<file path="config.mk">
export PLATFORM = sky130hd
export DESIGN_NAME = tmc_timer_mode_control
export DESIGN_NICKNAME = d
export VERILOG_FILES = /design/src/rtl/tmc_timer_mode_control.v
export VERILOG_INCLUDE_DIRS = /design/src /design/src/rtl
export SDC_FILE = /design/constraint.sdc
export NUM_CORES = 1
export LEC_CHECK = 0
export BUFFER_PORTS_ARGS = -buffer_cell sky130_fd_sc_hd__buf_4
export CAP_MARGIN = 20
export CORE_MARGIN = 2
export CORE_UTILIZATION = 46
export DETAILED_ROUTE_END_ITERATION = 6
export HOLD_SLACK_MARGIN = 0.08
export PLACE_DENSITY = 0.75
export SLEW_MARGIN = 10
export SYNTH_ARGS = -nofsm -noshare
export SYNTH_HDL_FRONTEND = slang
export SYNTH_SLANG_ARGS = --single-unit
</file>
<file path="constraint.sdc">
create_clock -name sys_clk -period 1.9 [get_ports sys_clk]
set_input_delay 0.38 -clock sys_clk [delete_from_list [all_inputs] [get_ports sys_clk]]
set_output_delay 0.38 -clock sys_clk [all_outputs]
set_load 0.1 [all_outputs]
</file>
<file path="src/rtl/tmc_map.vh">
// Register offsets, field positions and reset values of the timer mode control block
`ifndef TMC_MAP_VH
`define TMC_MAP_VH
`define TMC_OFS_GLOBAL_CONFIG 12'h000
`define TMC_OFS_HALF_A_MODE 12'h004
`define TMC_OFS_HALF_B_MODE 12'h008
`define TMC_OFS_TIMER_CONTROL 12'h00C
`define TMC_OFS_IRQ_STATUS 12'h010
`define TMC_OFS_IRQ_MASK 12'h014
`define TMC_OFS_STATE 12'h040
`define TMC_RST_ZERO 32'h00000000
`define TMC_CFG_W 3
`define TMC_MODE_W 4
`define TMC_CTL_MASK 32'h00006F7F
`define TMC_CFG_32_TIMER 3'h0
`define TMC_CFG_32_RTC 3'h1
`define TMC_TM_ONE_SHOT 2'h1
`define TMC_TM_PERIODIC 2'h2
`define TMC_TM_CAPTURE 2'h3
`define TMC_MODE_CAP_STYLE 2
`define TMC_MODE_ALT_SEL 3
`define TMC_CTL_A_EN 0
`define TMC_CTL_A_STALL 1
`define TMC_CTL_A_EDGE_LO 2
`define TMC_CTL_CLK_CNT_EN 4
`define TMC_CTL_A_TRIG 5
`define TMC_CTL_A_PWM_INV 6
`define TMC_CTL_B_EN 8
`define TMC_CTL_B_STALL 9
`define TMC_CTL_B_EDGE_LO 10
`define TMC_CTL_B_TRIG 13
`define TMC_CTL_B_PWM_INV 14
`define TMC_EDGE_RISE 2'h0
`define TMC_EDGE_FALL 2'h1
`define TMC_EDGE_BOTH 2'h3
`define TMC_IRQ_W 4
`endif

</file>
<file path="src/rtl/tmc_timer_mode_control.v">
// Configuration, mode and control registers of a two-half timer with APB access
//
// Behaviour
// - Global config: 0 one 32-bit timer, 1 32-bit clock counter, 4-7 two 16-bit halves.
// - In 16-bit operation each half's mode comes from its own mode register low bits.
// - Timer mode field: 1 one-shot, 2 periodic, 3 capture, 0 reserved/invalid.
// - Mode bit 3 selects periodic when zero, PWM when one.
// - Mode bit 2 selects edge-count capture when zero, edge-time when one.
// - In 32-bit timer configuration only half A's mode register counts; half B's ignored.
// - In 16-bit configuration each half's mode field controls only that half.
// - Edge field per half: 00 rising, 01 falling, 11 both, 10 reserved.
// - PWM invert bit per half leaves output unchanged at zero, inverts at one.
// - Trigger enable bit per half gates that half's converter trigger output.
// - Control bit 4 enables clock counter counting.
// - Stall enable bit per half allows that half to stall.
// - Enable bit per half: zero idle, one runs or arms capture.
// - Reserved bits read as any value; software preserves them on write.
// - Periodic halves keep counting after time-out; one-shot halves stop.
//
// The APB slave port was decided locally.
`timescale 1ns/100ps
`include "tmc_map.vh"
module tmc_timer_mode_control (
  // Clock and reset
  input wire sys_clk,
  input wire reset,
  // APB slave
  input wire psel,
  input wire penable,
  input wire pwrite,
  input wire [11:0] paddr,
  input wire [31:0] pwdata,
  output reg [31:0] prdata,
  output reg pready,
  output reg pslverr,
  // Core and counter side
  input wire debug_halt,
  input wire a_timeout,
  input wire b_timeout,
  input wire a_trigger_raw,
  input wire b_trigger_raw,
  input wire a_pwm_raw,
  input wire b_pwm_raw,
  input wire a_event_in,
  input wire b_event_in,
  // Decoded controls
  output reg a_run,
  output reg b_run,
  output reg clock_count_run,
  output reg [2:0] a_func,
  output reg [2:0] b_func,
  output reg wide_mode,
  output reg a_event_pulse,
  output reg b_event_pulse,
  output reg a_trigger_out,
  output reg b_trigger_out,
  output reg a_pwm_out,
  output reg b_pwm_out,
  // Interrupt
  output reg irq
);

  // Function codes on a_func/b_func
  localparam [2:0] FN_IDLE = 3'h0;
  localparam [2:0] FN_ONE_SHOT = 3'h1;
  localparam [2:0] FN_PERIODIC = 3'h2;
  localparam [2:0] FN_CAP_COUNT = 3'h3;
  localparam [2:0] FN_CAP_TIME = 3'h4;
  localparam [2:0] FN_PWM = 3'h5;
  localparam [2:0] FN_RTC = 3'h6;

  // Per-half run states, one-hot
  localparam [2:0] ST_IDLE = 3'b001;
  localparam [2:0] ST_RUN = 3'b010;
  localparam [2:0] ST_DONE = 3'b100;

  reg [`TMC_CFG_W-1:0] cfg_ff;
  reg [`TMC_MODE_W-1:0] amode_ff;
  reg [`TMC_MODE_W-1:0] bmode_ff;
  reg [31:0] ctl_ff;
  reg [`TMC_IRQ_W-1:0] sts_ff;
  reg [`TMC_IRQ_W-1:0] msk_ff;
  reg [2:0] ast_ff;
  reg [2:0] bst_ff;
  reg a_ev_ff;
  reg b_ev_ff;
  reg [`TMC_IRQ_W-1:0] nxt_sts;
  reg [31:0] nxt_rdata;
  reg [2:0] nxt_ast;
  reg [2:0] nxt_bst;
  reg [2:0] nxt_afunc;
  reg [2:0] nxt_bfunc;

  wire wr_en;
  wire rd_en;
  wire addr_ok;
  wire is_wide;
  wire a_ce;
  wire b_ce;

  // Decode one half's mode nibble into a function code
  function [2:0] mode_fn;
    input [3:0] m;
    begin
      case (m[1:0])
        `TMC_TM_ONE_SHOT: mode_fn = FN_ONE_SHOT;
        `TMC_TM_PERIODIC: mode_fn = m[`TMC_MODE_ALT_SEL] ? FN_PWM : FN_PERIODIC;
        `TMC_TM_CAPTURE: mode_fn = m[`TMC_MODE_CAP_STYLE] ? FN_CAP_TIME : FN_CAP_COUNT;
        default: mode_fn = FN_IDLE;
      endcase
    end
  endfunction

  // Edge detector honouring the two-bit event field
  function edge_hit;
    input [1:0] sel;
    input cur;
    input prev;
    begin
      case (sel)
        `TMC_EDGE_RISE: edge_hit = cur & ~prev;
        `TMC_EDGE_FALL: edge_hit = ~cur & prev;
        `TMC_EDGE_BOTH: edge_hit = cur ^ prev;
        default: edge_hit = 1'b0;
      endcase
    end
  endfunction

  // One-wait APB: every access completes in its second access cycle
  assign wr_en = psel & penable & pwrite & ~pready;
  assign rd_en = psel & penable & ~pwrite & ~pready;
  assign addr_ok = (paddr == `TMC_OFS_GLOBAL_CONFIG) | (paddr == `TMC_OFS_HALF_A_MODE) |
                   (paddr == `TMC_OFS_HALF_B_MODE) | (paddr == `TMC_OFS_TIMER_CONTROL) |
                   (paddr == `TMC_OFS_IRQ_STATUS) | (paddr == `TMC_OFS_IRQ_MASK) |
                   (paddr == `TMC_OFS_STATE);
  assign is_wide = ~cfg_ff[2];
  // Stall gating of each half
  assign a_ce = ~(ctl_ff[`TMC_CTL_A_STALL] & debug_halt);
  assign b_ce = ~(ctl_ff[`TMC_CTL_B_STALL] & debug_halt);

  // Function selection
  always @* begin
    nxt_afunc = FN_IDLE;
    nxt_bfunc = FN_IDLE;
    if (cfg_ff == `TMC_CFG_32_RTC) begin
      nxt_afunc = FN_RTC;
    end else if (cfg_ff == `TMC_CFG_32_TIMER) begin
      nxt_afunc = mode_fn(amode_ff);
    end else if (cfg_ff[2]) begin
      nxt_afunc = mode_fn(amode_ff);
      nxt_bfunc = mode_fn(bmode_ff);
    end
  end

  // Run state of half A; one-shot ends at time-out, periodic continues
  always @* begin
    nxt_ast = ast_ff;
    case (ast_ff)
      ST_IDLE: begin
        if (ctl_ff[`TMC_CTL_A_EN] && nxt_afunc != FN_IDLE && nxt_afunc != FN_RTC) begin
          nxt_ast = ST_RUN;
        end
      end
      ST_RUN: begin
        if (!ctl_ff[`TMC_CTL_A_EN] || nxt_afunc == FN_IDLE) begin
          nxt_ast = ST_IDLE;
        end else if (a_timeout && a_ce && a_func == FN_ONE_SHOT) begin
          nxt_ast = ST_DONE;
        end
      end
      ST_DONE: begin
        if (!ctl_ff[`TMC_CTL_A_EN]) begin
          nxt_ast = ST_IDLE;
        end
      end
      default: nxt_ast = ST_IDLE;
    endcase
  end

  // Run state of half B; only live in 16-bit configuration
  always @* begin
    nxt_bst = bst_ff;
    case (bst_ff)
      ST_IDLE: begin
        if (ctl_ff[`TMC_CTL_B_EN] && nxt_bfunc != FN_IDLE) begin
          nxt_bst = ST_RUN;
        end
      end
      ST_RUN: begin
        if (!ctl_ff[`TMC_CTL_B_EN] || nxt_bfunc == FN_IDLE) begin
          nxt_bst = ST_IDLE;
        end else if (b_timeout && b_ce && b_func == FN_ONE_SHOT) begin
          nxt_bst = ST_DONE;
        end
      end
      ST_DONE: begin
        if (!ctl_ff[`TMC_CTL_B_EN]) begin
          nxt_bst = ST_IDLE;
        end
      end
      default: nxt_bst = ST_IDLE;
    endcase
  end

  // Sticky events: set beats write-one-to-clear in the same cycle
  always @* begin
    nxt_sts = sts_ff;
    if (wr_en && paddr == `TMC_OFS_IRQ_STATUS) begin
      nxt_sts = sts_ff & ~pwdata[`TMC_IRQ_W-1:0];
    end
    nxt_sts = nxt_sts | {b_timeout & b_run, a_timeout & a_run,
                         b_event_pulse, a_event_pulse};
  end

  // Read mux; reserved bits read zero
  always @* begin
    nxt_rdata = `TMC_RST_ZERO;
    case (paddr)
      `TMC_OFS_GLOBAL_CONFIG: nxt_rdata = {29'h0, cfg_ff};
      `TMC_OFS_HALF_A_MODE: nxt_rdata = {28'h0, amode_ff};
      `TMC_OFS_HALF_B_MODE: nxt_rdata = {28'h0, bmode_ff};
      `TMC_OFS_TIMER_CONTROL: nxt_rdata = ctl_ff;
      `TMC_OFS_IRQ_STATUS: nxt_rdata = {28'h0, sts_ff};
      `TMC_OFS_IRQ_MASK: nxt_rdata = {28'h0, msk_ff};
      `TMC_OFS_STATE: nxt_rdata = {26'h0, bst_ff, ast_ff};
      default: nxt_rdata = `TMC_RST_ZERO;
    endcase
  end

  // Configuration and mode; reserved bits are not stored, so preserved values are harmless
  always @(posedge sys_clk) begin
    if (reset) begin
      cfg_ff <= 3'h0;
      amode_ff <= 4'h0;
      bmode_ff <= 4'h0;
    end else if (wr_en) begin
      case (paddr)
        `TMC_OFS_GLOBAL_CONFIG: cfg_ff <= pwdata[`TMC_CFG_W-1:0];
        `TMC_OFS_HALF_A_MODE: amode_ff <= pwdata[`TMC_MODE_W-1:0];
        `TMC_OFS_HALF_B_MODE: bmode_ff <= pwdata[`TMC_MODE_W-1:0];
        default: ;
      endcase
    end
  end

  // Control keeps only its defined bits
  always @(posedge sys_clk) begin
    if (reset) begin
      ctl_ff <= `TMC_RST_ZERO;
    end else if (wr_en && paddr == `TMC_OFS_TIMER_CONTROL) begin
      ctl_ff <= pwdata & `TMC_CTL_MASK;
    end
  end

  // Interrupt mask
  always @(posedge sys_clk) begin
    if (reset) begin
      msk_ff <= 4'h0;
    end else if (wr_en && paddr == `TMC_OFS_IRQ_MASK) begin
      msk_ff <= pwdata[`TMC_IRQ_W-1:0];
    end
  end

  // Bus answer: one access cycle, then a one-cycle pready pulse
  always @(posedge sys_clk) begin
    if (reset) begin
      prdata <= `TMC_RST_ZERO;
      pready <= 1'b0;
      pslverr <= 1'b0;
    end else begin
      pready <= psel & penable & ~pready;
      pslverr <= psel & penable & ~pready & ~addr_ok;
      prdata <= rd_en ? nxt_rdata : `TMC_RST_ZERO;
    end
  end

  // Status and interrupt move together, so irq never lags a set bit
  always @(posedge sys_clk) begin
    if (reset) begin
      sts_ff <= 4'h0;
      irq <= 1'b0;
    end else begin
      sts_ff <= nxt_sts;
      irq <= |(nxt_sts & msk_ff);
    end
  end

  // Half A state and run flag
  always @(posedge sys_clk) begin
    if (reset) begin
      ast_ff <= ST_IDLE;
      a_run <= 1'b0;
    end else begin
      ast_ff <= nxt_ast;
      a_run <= (nxt_ast == ST_RUN) & a_ce;
    end
  end

  // Half B state and run flag
  always @(posedge sys_clk) begin
    if (reset) begin
      bst_ff <= ST_IDLE;
      b_run <= 1'b0;
    end else begin
      bst_ff <= nxt_bst;
      b_run <= (nxt_bst == ST_RUN) & b_ce;
    end
  end

  // Clock counter run
  always @(posedge sys_clk) begin
    if (reset) begin
      clock_count_run <= 1'b0;
    end else begin
      clock_count_run <= (cfg_ff == `TMC_CFG_32_RTC) & ctl_ff[`TMC_CTL_CLK_CNT_EN];
    end
  end

  // Decoded function codes and width flag
  always @(posedge sys_clk) begin
    if (reset) begin
      a_func <= FN_IDLE;
      b_func <= FN_IDLE;
      wide_mode <= 1'b1;
    end else begin
      a_func <= nxt_afunc;
      b_func <= nxt_bfunc;
      wide_mode <= is_wide;
    end
  end

  // Half A capture edges; history starts low to match an idle input
  always @(posedge sys_clk) begin
    if (reset) begin
      a_ev_ff <= 1'b0;
      a_event_pulse <= 1'b0;
    end else begin
      a_ev_ff <= a_event_in;
      a_event_pulse <= (ast_ff == ST_RUN) &
                       edge_hit(ctl_ff[`TMC_CTL_A_EDGE_LO+1:`TMC_CTL_A_EDGE_LO],
                                a_event_in, a_ev_ff);
    end
  end

  // Half B capture edges
  always @(posedge sys_clk) begin
    if (reset) begin
      b_ev_ff <= 1'b0;
      b_event_pulse <= 1'b0;
    end else begin
      b_ev_ff <= b_event_in;
      b_event_pulse <= (bst_ff == ST_RUN) &
                       edge_hit(ctl_ff[`TMC_CTL_B_EDGE_LO+1:`TMC_CTL_B_EDGE_LO],
                                b_event_in, b_ev_ff);
    end
  end

  // Half A trigger and PWM outputs
  always @(posedge sys_clk) begin
    if (reset) begin
      a_trigger_out <= 1'b0;
      a_pwm_out <= 1'b0;
    end else begin
      a_trigger_out <= a_trigger_raw & ctl_ff[`TMC_CTL_A_TRIG];
      a_pwm_out <= a_pwm_raw ^ ctl_ff[`TMC_CTL_A_PWM_INV];
    end
  end

  // Half B trigger and PWM outputs
  always @(posedge sys_clk) begin
    if (reset) begin
      b_trigger_out <= 1'b0;
      b_pwm_out <= 1'b0;
    end else begin
      b_trigger_out <= b_trigger_raw & ctl_ff[`TMC_CTL_B_TRIG];
      b_pwm_out <= b_pwm_raw ^ ctl_ff[`TMC_CTL_B_PWM_INV];
    end
  end

endmodule // tmc_timer_mode_control

</file>
==> metrics.md <==
| Metric | Value |
|---|---|
| Status | completed |
| Clock Power Share | 0.364 |
| Syn Inst Count | 366 |
| Kind of critical path | input pin to register |
| Met1 usage | 0.2569 |
| Initial drt markers | 129 |
| Share of the synthesized area in the top cell type | 0.4246 |
| Initial core utilization | 0.4705 |
| Synth async-reset ratio | 0 |
| Post-Syn Area | approximately 3400 µm² |
| Std-Cell Rows | 31 |
| Layer with the highest usage | met2 |
| Synthesis-to-layout area growth | 23.92% |
| Yosys reg bits | slightly above 70 |
| Dpl cell area | 4029 µm² |
| First-pass GRT wire length | between 10000 and 15000 µm |
| Post-route cell area | roughly 4200 µm² |
| Nets@finish | approximately 500 |
| Max FO, Critical Path | 7 |
| CTS tree | yes |
| Avg Cell Area, Syn | between 9 and 10 µm² |
| TritonCTS buffer count | 9 |
| Die area | roughly 8000 µm² |
| Fin Clk Skew | between 8 and 9 ps |
| Total power | 2.996 mW |
| Dominant cells by area after synthesis | dfxtp_1, mux2i_1, nand2b_1, buf_4, a22oi_1 |
| Max Cap Violations | 0 |
| Reg clk slew, reported paths | ~80 ps |
| Period utilization | 0.8719 |
| Static leakage | roughly 1.8 nW |
| RSZ-0062 raised after global routing | no |
| Final Max Slew Viols | 0 |
| Largest net degree at the start of global routing | 29 |
| Met3 Track Usage GR | 0.05281 |
| Setup bufs post-CTS | 0 |
| Worst slack, placed | -112.8 ps |
| Post-cts sizing count | 0 |
| Sequential cell area fraction in the yosys report | 0.4246 |
| Die Span X | between 80 and 90 µm |
| Final worst-path setup slack | between 200 and 250 ps |
| Via Count | approximately 2800 |
| DR vias/cell | 5.117 |
| Grt ovf | 0 |
| FMAX | between 600 and 700 MHz |
| HPWL Detailed | 5854 µm |
| Post-CTS Hold Buffers | 0 |
| Post-Route WL | approximately 8000 µm |
| Commonest non-fill, non-tap cell in the layout | buf_4 |
| DR WL/cell | 14.04 µm |
| Sw Pwr | slightly below 900 µW |
| Warnings from Yosys | 0 |
| Final hold slack | 257.0 ps |
| Seq pwr share | 0.506 |
| IO Pins | 109 |
| M2 GR Usage | 0.3112 |
| Root buffer selected by CTS | clkbuf_8 |
| Cell-internal power | between 2 and 2.5 mW |
| Endpoints failing setup | 0 |
| Setup TNS | 0 ps |
| CP endpoint kind | register |
| Vias in the first global route | approximately 2600 |
| CTS sink cnt | just over 70 |
| Arr. time, crit path | around 1900 ps |
| Layout cells sized above 1 | 0.2527 |
| Antenna Cells | 0 |
| Die Y-Extent | 89.91 µm |
| Worst EP required | ~2200 ps |
| Number of flops mapped to enable cells by yosys | 0 |
| Hold/Removal Path Class | input pin to register |
| Final worst path period need | around 1700 ps |
| Post-synth top area cell | dfxtp_1 |
| Switching share of total power | 0.2977 |
| CTS HTree Levels | 3 |
| Pwr dens | 712.2 nW/µm² |
| Most frequent cells in the layout | buf_4, dfxtp_1, nand2b_1, mux2i_1, nor2_1 |
| Clk_lat worst skew | between 300 and 400 ps |
| Comb power frac | 0.130 |
| Max clock buf depth | 2 |
| Final ANT Viol Nets | 0 |
| TritonRoute pass-1 iters | 4 |
| GRT Total Usage | 0.1962 |
| GP Congestion | between 0.8 and 0.9 |
| Area of the core | between 7000 and 8000 µm² |
| Final hold viol count | 0 |
| Ys flop type | dfxtp_1 |
| Antenna violations before repair | 0 |
| DRC errors left | 0 |
| Crit start category | input pin |
| Count of cell types in the netlist | 53 |
| Port buffer count | 70 |
| Max VDD drop | between 0.3 and 0.4 mV |
==> registers in the layout, summed over array words and instances, names as in the netlist, 3 cells and up <==
name      count
ctl_ff       13
prdata       13
amode_ff      4
bmode_ff      4
msk_ff        4
sts_ff        4
a_func        3
ast_ff        3
b_func        3
bst_ff        3
cfg_ff        3
==> final timing paths <==
check | from | end | slack [ps] | depth (start not counted)
setup / recovery | paddr[5] | ctl_ff[1] | 240 | 7
hold / removal | a_trigger_raw | a_trigger_out | 260 | 3
setup reg to reg | pready | ctl_ff[1] | 340 | 6
hold reg to reg | bst_ff[2] | b_event_pulse | 460 | 1
==> per-layer routing <==
layer	vias to the layer above	wire (µm)
met4	0	170
li1	1409	-
met1	1318	3489
met3	14	559
met2	94	3559
met5	-	0
==> synth_stat cells, drive strengths merged, types with 2 or more instances <==
| master | count |
|---|---|
| a41oi | 2 |
| nor2 | 21 |
| nand2 | 19 |
| nor2b | 10 |
| o2bb2ai | 3 |
| and3 | 8 |
| a31oi | 2 |
| buf | 26 |
| inv | 17 |
| nor4 | 2 |
| dfxtp | 72 |
| or4 | 3 |
| a32oi | 2 |
| nor4b | 2 |
| a22oi | 11 |
| o22ai | 2 |
| nand2b | 47 |
| nor3 | 7 |
| a21oi | 15 |
| nor3b | 4 |
| nand3 | 3 |
| o22a | 2 |
| nor4bb | 3 |
| mux2i | 35 |
| and4b | 2 |
| o21ai | 14 |
| xnor2 | 2 |
| ha | 4 |
| mux2 | 2 |
| clkbuf | 7 |
==> worst max-delay path, stage by stage <==
cell and delay [ps]:
buf_4 100, or4_1 580, nor3_2 130, buf_4 160, and3_1 180, buf_4 200, mux2i_1 190
==> cell families (layout without fill, tap and decap cells) <==
| kind of cell | count (synthesis) | count (layout) | share of synthesized area |
|---|---|---|---|
| adder cells (fa/ha/maj) | 4 | 4 | 0.01474 |
| buffers and inverters | 50 | 121 | 0.08478 |
| flip-flops | 72 | 72 | 0.4246 |
| XOR/XNOR | 2 | 2 | 0.005161 |
| other | 1 | 19 | 0.001105 |
| AND/OR/NAND/NOR | 139 | 139 | 0.2414 |
| AO/OA/AOI/OAI | 61 | 61 | 0.1183 |
| multiplexers | 37 | 37 | 0.1098 |
==> power by group through the flow <==
stage                     logic, mW  registers [mW]  clock network (mW)
after floorplan               0.282            1.58                   0
after global placement        0.383            1.55                   0
after detailed placement      0.386            1.55                   0
after CTS                     0.387            1.52                1.11
after global routing          0.407            1.52                1.18
final                         0.388            1.52                1.09
==> area by class of cell <==
class	count	area, µm²
fill	656	3008
multi-input combinational	262	1737
sequential	72	1444
timing repair buffer	88	660.6
clock buffer	9	123.9
tap	99	123.9
inverter	17	63.81
clock inverter	7	53.80
==> metrics by stage <==
step                utilization  std cells
floorplan                     -        384
finish                   0.5831        554
detailed placement       0.5584        538
global route             0.5831        554
global placement         0.5584        538
CTS                      0.5831        554
Note: power is estimated with default switching activity, not from simulation.
